**src/hw/carry_pkg.sv**
```systemverilog
// Notes on behaviour
// - A configuration codes operation, generators used and carry source.
// - Mid and chain carry depend only on the configuration and operands.
// - add_lower_chain: lower sum of a, b, carry in; chain out is mid carry.
// - Lower-only modes: upper may form overflow or pass mid carry out.
// - add_pair_chain: lower bit as add_lower_chain, upper adds mid carry.
// - add_upper_seed_direct: mid carry is lower_a, upper adds.
// - add_upper_chain: mid carry is chain carry in, upper adds.
// - add_upper_seed_inverted: mid carry is inverted lower_ctrl, upper adds.
// - sub_lower_chain: lower subtracts, chain out equals mid carry.
// - sub_pair_chain: lower bit as sub_lower_chain, upper subtracts.
// - sub_upper_noborrow: mid carry one, upper a xor b, out a or not b.
// - sub_upper_chain: mid carry is chain carry in, upper subtracts.
// - sub_upper_seed_direct: mid carry is lower_a, upper subtracts.
// - sub_upper_seed_inverted: mid is inverted lower_ctrl, upper subtracts.
// - addsub_lower_chain: lower_ctrl high adds, low subtracts.
// - Upper-only chain modes except noborrow: upper tap from mid, other taps pass through.
package carry_pkg;
	typedef enum logic [1:0] {OP_ADD, OP_SUB, OP_ADDSUB} op_e;
	typedef enum logic [1:0] {GEN_LOWER, GEN_UPPER, GEN_PAIR} gens_e;
	typedef enum logic [1:0]
	{
		SRC_CHAIN, SRC_SEED_DIRECT, SRC_SEED_INVERTED, SRC_CONST_ONE
	} src_e;
	typedef enum logic [1:0] {USE_FREE, USE_OVERFLOW, USE_CARRY_OUT} upper_use_e;
	typedef struct packed
	{
		op_e op;
		gens_e gens;
		src_e src;
	} cfg_s;

	localparam cfg_s add_lower_chain = '{OP_ADD, GEN_LOWER, SRC_CHAIN};
	localparam cfg_s add_pair_chain = '{OP_ADD, GEN_PAIR, SRC_CHAIN};
	localparam cfg_s add_upper_seed_direct =
		'{OP_ADD, GEN_UPPER, SRC_SEED_DIRECT};
	localparam cfg_s add_upper_chain = '{OP_ADD, GEN_UPPER, SRC_CHAIN};
	localparam cfg_s add_upper_seed_inverted =
		'{OP_ADD, GEN_UPPER, SRC_SEED_INVERTED};
	localparam cfg_s sub_lower_chain = '{OP_SUB, GEN_LOWER, SRC_CHAIN};
	localparam cfg_s sub_pair_chain = '{OP_SUB, GEN_PAIR, SRC_CHAIN};
	localparam cfg_s sub_upper_noborrow = '{OP_SUB, GEN_UPPER, SRC_CONST_ONE};
	localparam cfg_s sub_upper_chain = '{OP_SUB, GEN_UPPER, SRC_CHAIN};
	localparam cfg_s sub_upper_seed_direct =
		'{OP_SUB, GEN_UPPER, SRC_SEED_DIRECT};
	localparam cfg_s sub_upper_seed_inverted =
		'{OP_SUB, GEN_UPPER, SRC_SEED_INVERTED};
	localparam cfg_s addsub_lower_chain = '{OP_ADDSUB, GEN_LOWER, SRC_CHAIN};

	localparam cfg_s cfg_reset = add_lower_chain;
	localparam upper_use_e upper_use_reset = USE_FREE;

	function automatic logic maj3(input logic a, input logic b, input logic c);
		return (a & b) | (c & (a | b));
	endfunction

	function automatic logic cfg_legal(input cfg_s c);
		return c == add_lower_chain || c == add_pair_chain ||
			c == add_upper_seed_direct || c == add_upper_chain ||
			c == add_upper_seed_inverted || c == sub_lower_chain ||
			c == sub_pair_chain || c == sub_upper_noborrow ||
			c == sub_upper_chain || c == sub_upper_seed_direct ||
			c == sub_upper_seed_inverted || c == addsub_lower_chain;
	endfunction
endpackage

```
**src/hw/carry_slice.sv**
```systemverilog
`timescale 1ns/1ps
module carry_slice
	import carry_pkg::*;
(
	// Operand bit pair
	input wire logic i_a,
	input wire logic i_b,
	// Subtract select and carry terms
	input wire logic i_invert,
	input wire logic i_carry_in,
	input wire logic i_sum_term,
	// Results
	output logic o_sum,
	output logic o_carry
);
	// Subtract is add with b inverted, so one slice serves both
	assign o_sum = i_a ^ i_b ^ i_sum_term ^ i_invert;
	assign o_carry = maj3(i_a, i_b ^ i_invert, i_carry_in);
endmodule

```
**src/hw/carry_cfg_decode.sv**
```systemverilog
`timescale 1ns/1ps
module carry_cfg_decode
	import carry_pkg::*;
(
	// Selected configuration
	input wire cfg_s i_cfg,
	input wire upper_use_e i_upper_use,
	// Decoded controls
	output logic o_legal,
	output logic o_mid_from_lower,
	output logic o_lower_only,
	output logic o_upper_active,
	output logic o_noborrow,
	output logic o_upper_tap_mid,
	output logic o_aux_cin
);
	always_comb
	begin
		o_legal = cfg_legal(i_cfg);
		o_mid_from_lower = o_legal && i_cfg.gens != GEN_UPPER;
		o_lower_only = o_legal && i_cfg.gens == GEN_LOWER;
		o_upper_active = o_legal && i_cfg.gens != GEN_LOWER;
		o_noborrow = o_legal && i_cfg.src == SRC_CONST_ONE;
		// Noborrow keeps the upper tap external; the sum uses the constant
		o_upper_tap_mid = (o_upper_active && !o_noborrow) ||
			(o_lower_only && i_upper_use != USE_FREE);
		o_aux_cin = o_lower_only && i_upper_use == USE_OVERFLOW;
	end
endmodule

```
**src/hw/clb_carry_chain_modes.sv**
```systemverilog
`timescale 1ns/1ps
module clb_carry_chain_modes
	import carry_pkg::*;
(
	// Clock and reset
	input wire logic I_CLK,
	input wire logic I_RST,
	// Configuration load
	input wire logic I_CFG_LOAD,
	input wire logic [1:0] I_CFG_OP,
	input wire logic [1:0] I_CFG_GENS,
	input wire logic [1:0] I_CFG_SRC,
	input wire logic [1:0] I_CFG_UPPER_USE,
	// Chain and operands
	input wire logic I_CHAIN_CARRY_IN,
	input wire logic I_LOWER_A,
	input wire logic I_LOWER_B,
	input wire logic I_LOWER_CTRL,
	input wire logic I_UPPER_A,
	input wire logic I_UPPER_B,
	// External tap inputs
	input wire logic I_LOWER_TAP_EXT,
	input wire logic I_UPPER_TAP_EXT,
	input wire logic I_UPPER_AUX_EXT,
	// Carry results
	output logic O_MID_CARRY,
	output logic O_CHAIN_CARRY_OUT,
	// Generator results and taps
	output logic O_LOWER_SUM,
	output logic O_UPPER_SUM,
	output logic O_LOWER_CARRY_TAP,
	output logic O_UPPER_CARRY_TAP,
	output logic O_UPPER_AUX,
	// Configuration status
	output logic O_CFG_ILLEGAL
);
	typedef struct packed
	{
		cfg_s cfg;
		upper_use_e upper_use;
		logic illegal;
	} state_s;

	state_s state_reg;
	state_s state_next;
	logic legal;
	logic mid_from_lower;
	logic lower_only;
	logic upper_active;
	logic noborrow;
	logic upper_tap_mid;
	logic aux_cin;
	logic sub_lower;
	logic sub_upper;
	logic lower_tap;
	logic upper_tap;
	logic upper_aux;
	logic upper_term;
	logic lower_sum_raw;
	logic lower_carry;
	logic upper_sum_raw;
	logic upper_carry;
	logic mid_carry;
	logic chain_out;
	logic signed_overflow;
	logic upper_sum;

	// Only the configuration is clocked; the carry path never is
	always_comb
	begin
		state_next = state_reg;
		if (I_CFG_LOAD)
		begin
			state_next.cfg.op = op_e'(I_CFG_OP);
			state_next.cfg.gens = gens_e'(I_CFG_GENS);
			state_next.cfg.src = src_e'(I_CFG_SRC);
			state_next.upper_use = upper_use_e'(I_CFG_UPPER_USE);
		end
		state_next.illegal = !cfg_legal(state_next.cfg);
	end

	always_ff @(posedge I_CLK or posedge I_RST)
	begin
		if (I_RST)
		begin
			state_reg.cfg <= cfg_reset;
			state_reg.upper_use <= upper_use_reset;
			state_reg.illegal <= 1'b0;
		end
		else
		begin
			state_reg <= state_next;
		end
	end

	carry_cfg_decode u_decode
	(
		.i_cfg(state_reg.cfg),
		.i_upper_use(state_reg.upper_use),
		.o_legal(legal),
		.o_mid_from_lower(mid_from_lower),
		.o_lower_only(lower_only),
		.o_upper_active(upper_active),
		.o_noborrow(noborrow),
		.o_upper_tap_mid(upper_tap_mid),
		.o_aux_cin(aux_cin)
	);

	// In add/subtract, a low control selects subtract
	assign sub_lower = state_reg.cfg.op == OP_SUB ||
		(state_reg.cfg.op == OP_ADDSUB && !I_LOWER_CTRL);
	assign sub_upper = state_reg.cfg.op == OP_SUB;

	assign lower_tap = mid_from_lower ? I_CHAIN_CARRY_IN
		: I_LOWER_TAP_EXT;

	carry_slice u_lower
	(
		.i_a(I_LOWER_A),
		.i_b(I_LOWER_B),
		.i_invert(sub_lower),
		.i_carry_in(I_CHAIN_CARRY_IN),
		.i_sum_term(lower_tap),
		.o_sum(lower_sum_raw),
		.o_carry(lower_carry)
	);

	// Mid carry source follows the configuration only, never the taps
	always_comb
	begin
		mid_carry = 1'b0;
		if (mid_from_lower)
		begin
			mid_carry = lower_carry;
		end
		else if (legal)
		begin
			unique case (state_reg.cfg.src)
				SRC_CHAIN: mid_carry = I_CHAIN_CARRY_IN;
				SRC_SEED_DIRECT: mid_carry = I_LOWER_A;
				SRC_SEED_INVERTED: mid_carry = !I_LOWER_CTRL;
				SRC_CONST_ONE: mid_carry = 1'b1;
			endcase
		end
	end

	assign upper_tap = upper_tap_mid ? mid_carry : I_UPPER_TAP_EXT;
	assign upper_aux = aux_cin ? I_CHAIN_CARRY_IN : I_UPPER_AUX_EXT;
	// Noborrow holds its default sum even though the tap stays external
	assign upper_term = noborrow ? 1'b1 : upper_tap;

	carry_slice u_upper
	(
		.i_a(I_UPPER_A),
		.i_b(I_UPPER_B),
		.i_invert(sub_upper),
		.i_carry_in(mid_carry),
		.i_sum_term(upper_term),
		.o_sum(upper_sum_raw),
		.o_carry(upper_carry)
	);

	assign signed_overflow = upper_tap ^ upper_aux;

	always_comb
	begin
		upper_sum = 1'b0;
		if (upper_active)
		begin
			upper_sum = upper_sum_raw;
		end
		else if (lower_only)
		begin
			unique case (state_reg.upper_use)
				USE_FREE: upper_sum = 1'b0;
				USE_OVERFLOW: upper_sum = signed_overflow;
				USE_CARRY_OUT: upper_sum = upper_tap;
				default: upper_sum = 1'b0;
			endcase
		end
	end

	// Carry results settle from inputs alone, as a chain needs
	assign chain_out = !legal ? 1'b0
		: lower_only ? mid_carry : upper_carry;

	assign O_MID_CARRY = mid_carry;
	assign O_CHAIN_CARRY_OUT = chain_out;
	assign O_LOWER_SUM = mid_from_lower ? lower_sum_raw : 1'b0;
	assign O_UPPER_SUM = upper_sum;
	assign O_LOWER_CARRY_TAP = lower_tap;
	assign O_UPPER_CARRY_TAP = upper_tap;
	assign O_UPPER_AUX = upper_aux;
	assign O_CFG_ILLEGAL = state_reg.illegal;

	a_cfg_load_taken: assert property (
		@(posedge I_CLK) disable iff (I_RST)
		I_CFG_LOAD |=> state_reg.cfg == $past({I_CFG_OP, I_CFG_GENS, I_CFG_SRC}))
		else $error("configuration not loaded");

	a_cfg_held: assert property (
		@(posedge I_CLK) disable iff (I_RST)
		!I_CFG_LOAD |=> $stable(state_reg.cfg) && O_CFG_ILLEGAL == !legal)
		else $error("configuration changed without load");

	a_taps_no_effect: assert property (
		@(posedge I_CLK) disable iff (I_RST)
		$stable(state_reg.cfg) && $stable(I_CHAIN_CARRY_IN) &&
		$stable(I_LOWER_A) && $stable(I_LOWER_B) && $stable(I_LOWER_CTRL) &&
		$stable(I_UPPER_A) && $stable(I_UPPER_B)
		|-> $stable(O_MID_CARRY) && $stable(O_CHAIN_CARRY_OUT))
		else $error("carry moved with a tap input");

	a_add_lower_bit: assert property (
		@(posedge I_CLK) disable iff (I_RST)
		state_reg.cfg == add_lower_chain |->
		O_LOWER_SUM == (I_LOWER_A ^ I_LOWER_B ^ I_CHAIN_CARRY_IN) &&
		O_MID_CARRY == maj3(I_LOWER_A, I_LOWER_B, I_CHAIN_CARRY_IN) &&
		O_CHAIN_CARRY_OUT == O_MID_CARRY &&
		O_LOWER_CARRY_TAP == I_CHAIN_CARRY_IN)
		else $error("add_lower_chain wrong");

	a_overflow_term: assert property (
		@(posedge I_CLK) disable iff (I_RST)
		lower_only && state_reg.upper_use == USE_OVERFLOW |->
		O_UPPER_SUM == (O_MID_CARRY ^ I_CHAIN_CARRY_IN) &&
		O_UPPER_AUX == I_CHAIN_CARRY_IN)
		else $error("overflow term wrong");

	a_carry_pass_out: assert property (
		@(posedge I_CLK) disable iff (I_RST)
		lower_only && state_reg.upper_use == USE_CARRY_OUT |->
		O_UPPER_SUM == O_MID_CARRY && O_UPPER_CARRY_TAP == O_MID_CARRY)
		else $error("carry pass out wrong");

	a_add_pair: assert property (
		@(posedge I_CLK) disable iff (I_RST)
		state_reg.cfg == add_pair_chain |->
		O_UPPER_SUM == (I_UPPER_A ^ I_UPPER_B ^ O_MID_CARRY) &&
		O_CHAIN_CARRY_OUT == maj3(I_UPPER_A, I_UPPER_B, O_MID_CARRY) &&
		O_MID_CARRY == maj3(I_LOWER_A, I_LOWER_B, I_CHAIN_CARRY_IN))
		else $error("add_pair_chain wrong");

	a_add_seed_direct: assert property (
		@(posedge I_CLK) disable iff (I_RST)
		state_reg.cfg == add_upper_seed_direct |->
		O_MID_CARRY == I_LOWER_A &&
		O_CHAIN_CARRY_OUT == maj3(I_UPPER_A, I_UPPER_B, I_LOWER_A))
		else $error("add_upper_seed_direct wrong");

	a_add_upper_chain: assert property (
		@(posedge I_CLK) disable iff (I_RST)
		state_reg.cfg == add_upper_chain |->
		O_MID_CARRY == I_CHAIN_CARRY_IN &&
		O_UPPER_SUM == (I_UPPER_A ^ I_UPPER_B ^ I_CHAIN_CARRY_IN) &&
		O_LOWER_CARRY_TAP == I_LOWER_TAP_EXT)
		else $error("add_upper_chain wrong");

	a_add_seed_inv: assert property (
		@(posedge I_CLK) disable iff (I_RST)
		state_reg.cfg == add_upper_seed_inverted |->
		O_MID_CARRY == !I_LOWER_CTRL &&
		O_CHAIN_CARRY_OUT == maj3(I_UPPER_A, I_UPPER_B, !I_LOWER_CTRL))
		else $error("add_upper_seed_inverted wrong");

	a_sub_lower_bit: assert property (
		@(posedge I_CLK) disable iff (I_RST)
		state_reg.cfg == sub_lower_chain |->
		O_LOWER_SUM == !(I_LOWER_A ^ I_LOWER_B ^ I_CHAIN_CARRY_IN) &&
		O_MID_CARRY == ((I_LOWER_A && !I_LOWER_B) ||
		(I_CHAIN_CARRY_IN && (I_LOWER_A || !I_LOWER_B))) &&
		O_CHAIN_CARRY_OUT == O_MID_CARRY)
		else $error("sub_lower_chain wrong");

	a_sub_pair: assert property (
		@(posedge I_CLK) disable iff (I_RST)
		state_reg.cfg == sub_pair_chain |->
		O_UPPER_SUM == !(I_UPPER_A ^ I_UPPER_B ^ O_MID_CARRY) &&
		O_CHAIN_CARRY_OUT == ((I_UPPER_A && !I_UPPER_B) ||
		(O_MID_CARRY && (I_UPPER_A || !I_UPPER_B))))
		else $error("sub_pair_chain wrong");

	a_sub_noborrow: assert property (
		@(posedge I_CLK) disable iff (I_RST)
		state_reg.cfg == sub_upper_noborrow |->
		O_MID_CARRY && O_UPPER_SUM == (I_UPPER_A ^ I_UPPER_B) &&
		O_CHAIN_CARRY_OUT == (I_UPPER_A || !I_UPPER_B) &&
		O_UPPER_CARRY_TAP == I_UPPER_TAP_EXT)
		else $error("sub_upper_noborrow wrong");

	a_sub_upper_chain: assert property (
		@(posedge I_CLK) disable iff (I_RST)
		state_reg.cfg == sub_upper_chain |->
		O_MID_CARRY == I_CHAIN_CARRY_IN &&
		O_UPPER_SUM == !(I_UPPER_A ^ I_UPPER_B ^ I_CHAIN_CARRY_IN))
		else $error("sub_upper_chain wrong");

	a_sub_seed_direct: assert property (
		@(posedge I_CLK) disable iff (I_RST)
		state_reg.cfg == sub_upper_seed_direct |->
		O_MID_CARRY == I_LOWER_A &&
		O_CHAIN_CARRY_OUT == maj3(I_UPPER_A, !I_UPPER_B, I_LOWER_A))
		else $error("sub_upper_seed_direct wrong");

	a_sub_seed_inv: assert property (
		@(posedge I_CLK) disable iff (I_RST)
		state_reg.cfg == sub_upper_seed_inverted |->
		O_MID_CARRY == !I_LOWER_CTRL &&
		O_UPPER_SUM == !(I_UPPER_A ^ I_UPPER_B ^ !I_LOWER_CTRL))
		else $error("sub_upper_seed_inverted wrong");

	a_addsub_bit: assert property (
		@(posedge I_CLK) disable iff (I_RST)
		state_reg.cfg == addsub_lower_chain |->
		O_LOWER_SUM ==
		!(I_LOWER_A ^ I_LOWER_B ^ I_CHAIN_CARRY_IN ^ I_LOWER_CTRL) &&
		O_MID_CARRY == maj3(I_LOWER_A, I_LOWER_B ^ !I_LOWER_CTRL,
		I_CHAIN_CARRY_IN) && O_CHAIN_CARRY_OUT == O_MID_CARRY)
		else $error("addsub_lower_chain wrong");

	a_upper_taps: assert property (
		@(posedge I_CLK) disable iff (I_RST)
		upper_active && !noborrow && state_reg.cfg.gens == GEN_UPPER |->
		O_UPPER_CARRY_TAP == O_MID_CARRY &&
		O_LOWER_CARRY_TAP == I_LOWER_TAP_EXT &&
		O_UPPER_AUX == I_UPPER_AUX_EXT)
		else $error("upper tap routing wrong");

	a_illegal_quiet: assert property (
		@(posedge I_CLK) disable iff (I_RST)
		O_CFG_ILLEGAL |-> !O_MID_CARRY && !O_CHAIN_CARRY_OUT &&
		!O_LOWER_SUM && !O_UPPER_SUM)
		else $error("illegal configuration drives results");

	a_add_chain_out: assert property (
		@(posedge I_CLK) disable iff (I_RST)
		state_reg.cfg == add_upper_chain |->
		O_CHAIN_CARRY_OUT == maj3(I_UPPER_A, I_UPPER_B, I_CHAIN_CARRY_IN))
		else $error("add_upper_chain carry out wrong");

	a_sub_chain_out: assert property (
		@(posedge I_CLK) disable iff (I_RST)
		state_reg.cfg == sub_upper_chain |->
		O_CHAIN_CARRY_OUT == ((I_UPPER_A && !I_UPPER_B) ||
		(I_CHAIN_CARRY_IN && (I_UPPER_A || !I_UPPER_B))))
		else $error("sub_upper_chain carry out wrong");
endmodule

```
**config.mk**
```make
export PLATFORM = sky130hd
export DESIGN_NAME = clb_carry_chain_modes
export DESIGN_NICKNAME = d
export VERILOG_FILES = /design/src/hw/carry_pkg.sv /design/src/hw/carry_slice.sv /design/src/hw/carry_cfg_decode.sv /design/src/hw/clb_carry_chain_modes.sv
export SDC_FILE = /design/constraint.sdc
export NUM_CORES = 1
export LEC_CHECK = 0
export BUFFER_PORTS_ARGS = -buffer_cell sky130_fd_sc_hd__buf_2
export CORE_ASPECT_RATIO = 1.25
export CORE_MARGIN = 4
export CORE_UTILIZATION = 49
export DETAILED_ROUTE_END_ITERATION = 10
export GPL_TIMING_DRIVEN = 0
export PLACE_DENSITY = 0.78
export SETUP_SLACK_MARGIN = 0.05
export SLEW_MARGIN = 25
export SYNTH_ARGS = -nofsm -noshare
export SYNTH_HDL_FRONTEND = slang
export SYNTH_SLANG_ARGS = --single-unit
```
**constraint.sdc**
```tcl
create_clock -name I_CLK -period 2.4 [get_ports I_CLK]
set_clock_uncertainty 0.05 [all_clocks]
set_input_delay 0.24 -clock I_CLK [delete_from_list [all_inputs] [get_ports I_CLK]]
set_output_delay 0.24 -clock I_CLK [all_outputs]
set_load 0.005 [all_outputs]
```
==> summary.txt <==
Status
  – Status: finished with violations
  – Failing checks: setup timing

Timing
  – Final Hold Vio Count: 0
  – Maximum clock rate: 375 MHz
  – Slew HR: 66.7%
  – Unrepaired setup endpoints after global routing: true
  – # setup viols final: 1
  – Tcrit/Tclk final: 111%
  – Setup slack after layout: -268 ps
  – Post-Route Setup TNS: -268 ps
  – WHS: 144 ps
  – Minimum clock period: 2670 ps
  – Worst-Margin Slew: 499 ps
  – Slew Viols, Final: 0

Critical path
  – Setup CP Type: reg -> out
  – Worst Path Max Fanout: 3
  – Critical R2R Capture: O_CFG_ILLEGAL
  – Crit path cell chain: or4_1 -> o32a_1 -> a211oi_2 -> o31ai_2 -> a32oi_1 -> mux2i_1 -> nand3_1 -> buf_2
  – Critical path's slowest cell: or4_1
  – Worst stage delay on the critical path: 510 ps
  – RR Startpoint: state_reg[5]
  – Crit path depth: 8
  – Startpoint types: flip-flop
  – Reg-to-reg slack, setup: 780 ps
  – Worst endpoint required time: 2110 ps
  – WP buf/inv: 1
  – Critical path capture point type: output port
  – CP top delay family: compound AO/OA/AOI/OAI gates
  – Reg2Reg Depth: 6
  – Crit. Startpoint: state_reg[7]
  – Worst EP arrival: 2380 ps
  – Worst Setup EP: O_UPPER_SUM

Yosys
  – Yosys reg bits: 9
  – Syn avg cell area: 8.69 µm²
  – Post-Syn Instances: 96
  – Syn Nets: 119
  – Register area share after synthesis: 27.0%
  – Mapped cell area: 835 µm²
  – Unique masters post-synth: 38
  – Warnings from Yosys: 0

Detailed routing
  – Vias per std cell: 5.32
  – DR pass1 iterations: 4
  – Initial DRC count: 10
  – Drc violations: 0
  – Drt wl/cell: 12.3 µm
  – Vias: 792
  – WL final: 1.84 mm
  – Routed Antenna Nets: 0

CTS
  – CTS Buf Count: 3
  – Clock-pin slew on the worst setup and hold paths: 50 ps
  – Clk buf depth: 2
  – CTS H-tree depth: 1
  – Clk sink count: 9
  – CTS tree: done
  – Worst-skew pair later-pin latency: 260 ps
  – Clock root buffer: clkbuf_4

Floorplan
  – Die Wd: 44.9 µm
  – Core ar.: 1580 µm²
  – Boundary Pins: 28
  – Full die area: 2430 µm²
  – Starting Density: 52.8%
  – Row Count: 16
  – Die Span Y: 54.1 µm

Min path
  – Hold Crit Class: in -> reg

Cells and area
  – Nets: 155
  – Share of cells above drive strength 1: 41.2%
  – P&R area growth vs syn: 29.2%
  – Commonest cells after routing, fill and taps aside: 25 x buf_2, 7 x inv_1, 7 x nand2_1
  – Commonest non-fill, non-tap cell in the layout: buf_2
  – Final Non-Filler Cells: 149
  – Max reg flops: 8
  – # diodes: 0

GRT
  – Total GRT Usage: 16.8%
  – Overflow after GRT: 0
  – Vias in the first global route: 730
  – Largest net degree at the start of global routing: 11
  – First-pass GRT wire length: 3.03 mm
  – Initial antenna violation count: 0

Place
  – PortBufs: 25
  – Routability cong.: 0.771
  – DPL Wire Length: 1.45 mm
  – Inst Count DP: 139

Power and ir drop
  – Pwr Density: 485 nW/µm²
  – P_leak: 0.518 nW
  – Maximum VDD drop: 0.321 mV

Job
  – Max cap viols: 0
how the worst min path moves through the flow:
stage	from	endpoint	slack (ps)	cells past startpoint
floorplan	I_RST	O_CFG_ILLEGAL	20	1
global placement	I_RST	state_reg[1]	150	2
detailed placement	I_RST	state_reg[1]	160	2
CTS	I_CFG_UPPER_USE[1]	state_reg[2]	140	3
global route	I_CFG_UPPER_USE[1]	state_reg[2]	170	3
finish	I_CFG_UPPER_USE[1]	state_reg[2]	140	3
routing by layer:
layer	track usage, %	vias up	part of all wire [%]
met4	7.32	0	1.6
met1	19.3	358	39
met2	30.6	19	53
met5	0	-	0
met3	2.01	5	6.1
li1	-	410	-
report_power, final:
part	switching [mW]	total (mW)	leakage [nW]	internal, mW
logic	0.112	0.229	0.402	0.117
registers	0.0155	0.184	0.102	0.169
clock network	0.0468	0.110	0.0150	0.0637
total	0.174	0.524	0.518	0.349
kinds of logic after synthesis:
group	Yosys count	share of synthesized area [%]
AND/OR/NAND/NOR	36	23.4
AO/OA/AOI/OAI	18	16.6
buffers and inverters	12	6.30
multiplexers	12	15.9
flip-flops	9	27.0
XOR/XNOR	6	6.30
adder cells (fa/ha/maj)	3	4.50
worst register-to-register path, cell delays in order (launching register included):
cell     delay (ps)
dfrtp_2         420
buf_4           150
buf_4           120
mux2i_1         260
inv_1           100
o32ai_1         290
a21oi_1         110
layout make-up:
cell class | count | area (µm²)
flip-flops and latches | 9 | 229
inverters | 8 | 30.0
plain buffers | 3 | 12.5
well taps | 18 | 22.5
repair buffers | 32 | 184
multi-input cells | 75 | 574
clock buffers | 4 | 26.3
fillers | 146 | 503
cell usage after synthesis (all sizes together):
cell type | count | area (µm²)
o21ai | 3 | 15.0
and4b | 1 | 10.0
a32oi | 1 | 8.76
nor3 | 3 | 15.0
o32a | 1 | 10.0
mux2 | 7 | 82.6
inv | 8 | 30.0
or4 | 1 | 7.51
o32ai | 1 | 8.76
or3b | 1 | 8.76
o211a | 1 | 10.0
nor2 | 7 | 26.3
o21bai | 1 | 18.8
o311a | 1 | 10.0
a21oi | 4 | 20.0
a21o | 1 | 7.51
nand3b | 1 | 7.51
nand3 | 3 | 15.0
xor2 | 1 | 8.76
nor2b | 5 | 31.3
nor3b | 1 | 7.51
o22ai | 1 | 6.26
and2 | 2 | 15.0
mux2i | 5 | 50.1
a2111oi | 1 | 8.76
clkbuf | 3 | 11.3
buf | 1 | 11.3
nand2b | 2 | 12.5
nand2 | 8 | 32.5
dfrtp | 9 | 225
a211oi | 1 | 7.51
nand4 | 1 | 6.26
xnor2 | 5 | 43.8
ha | 3 | 37.5
o31ai | 1 | 7.51
through the flow:
stage               instance area (µm²)  power [mW]  utilization (%)  setup WS [ps]
floorplan                           835       0.331                -            121
global placement                    982       0.383             62.1           -128
detailed placement                  982       0.390             62.1           -127
CTS                                1060       0.524             67.0           -270
global route                       1080       0.561             68.2           -378
finish                             1080       0.524             68.2           -268
what timing repair did:
action / in CTS / in global routing
setup endpoints to repair: 4 / 5
pin swaps: 7 / 1
buffers inserted: 5 / 1
hold endpoints to repair: 9 / 0
resized for setup: 5 / 6
hold buffers: 1 / 0
Note: power is estimated with default switching activity, not from simulation.
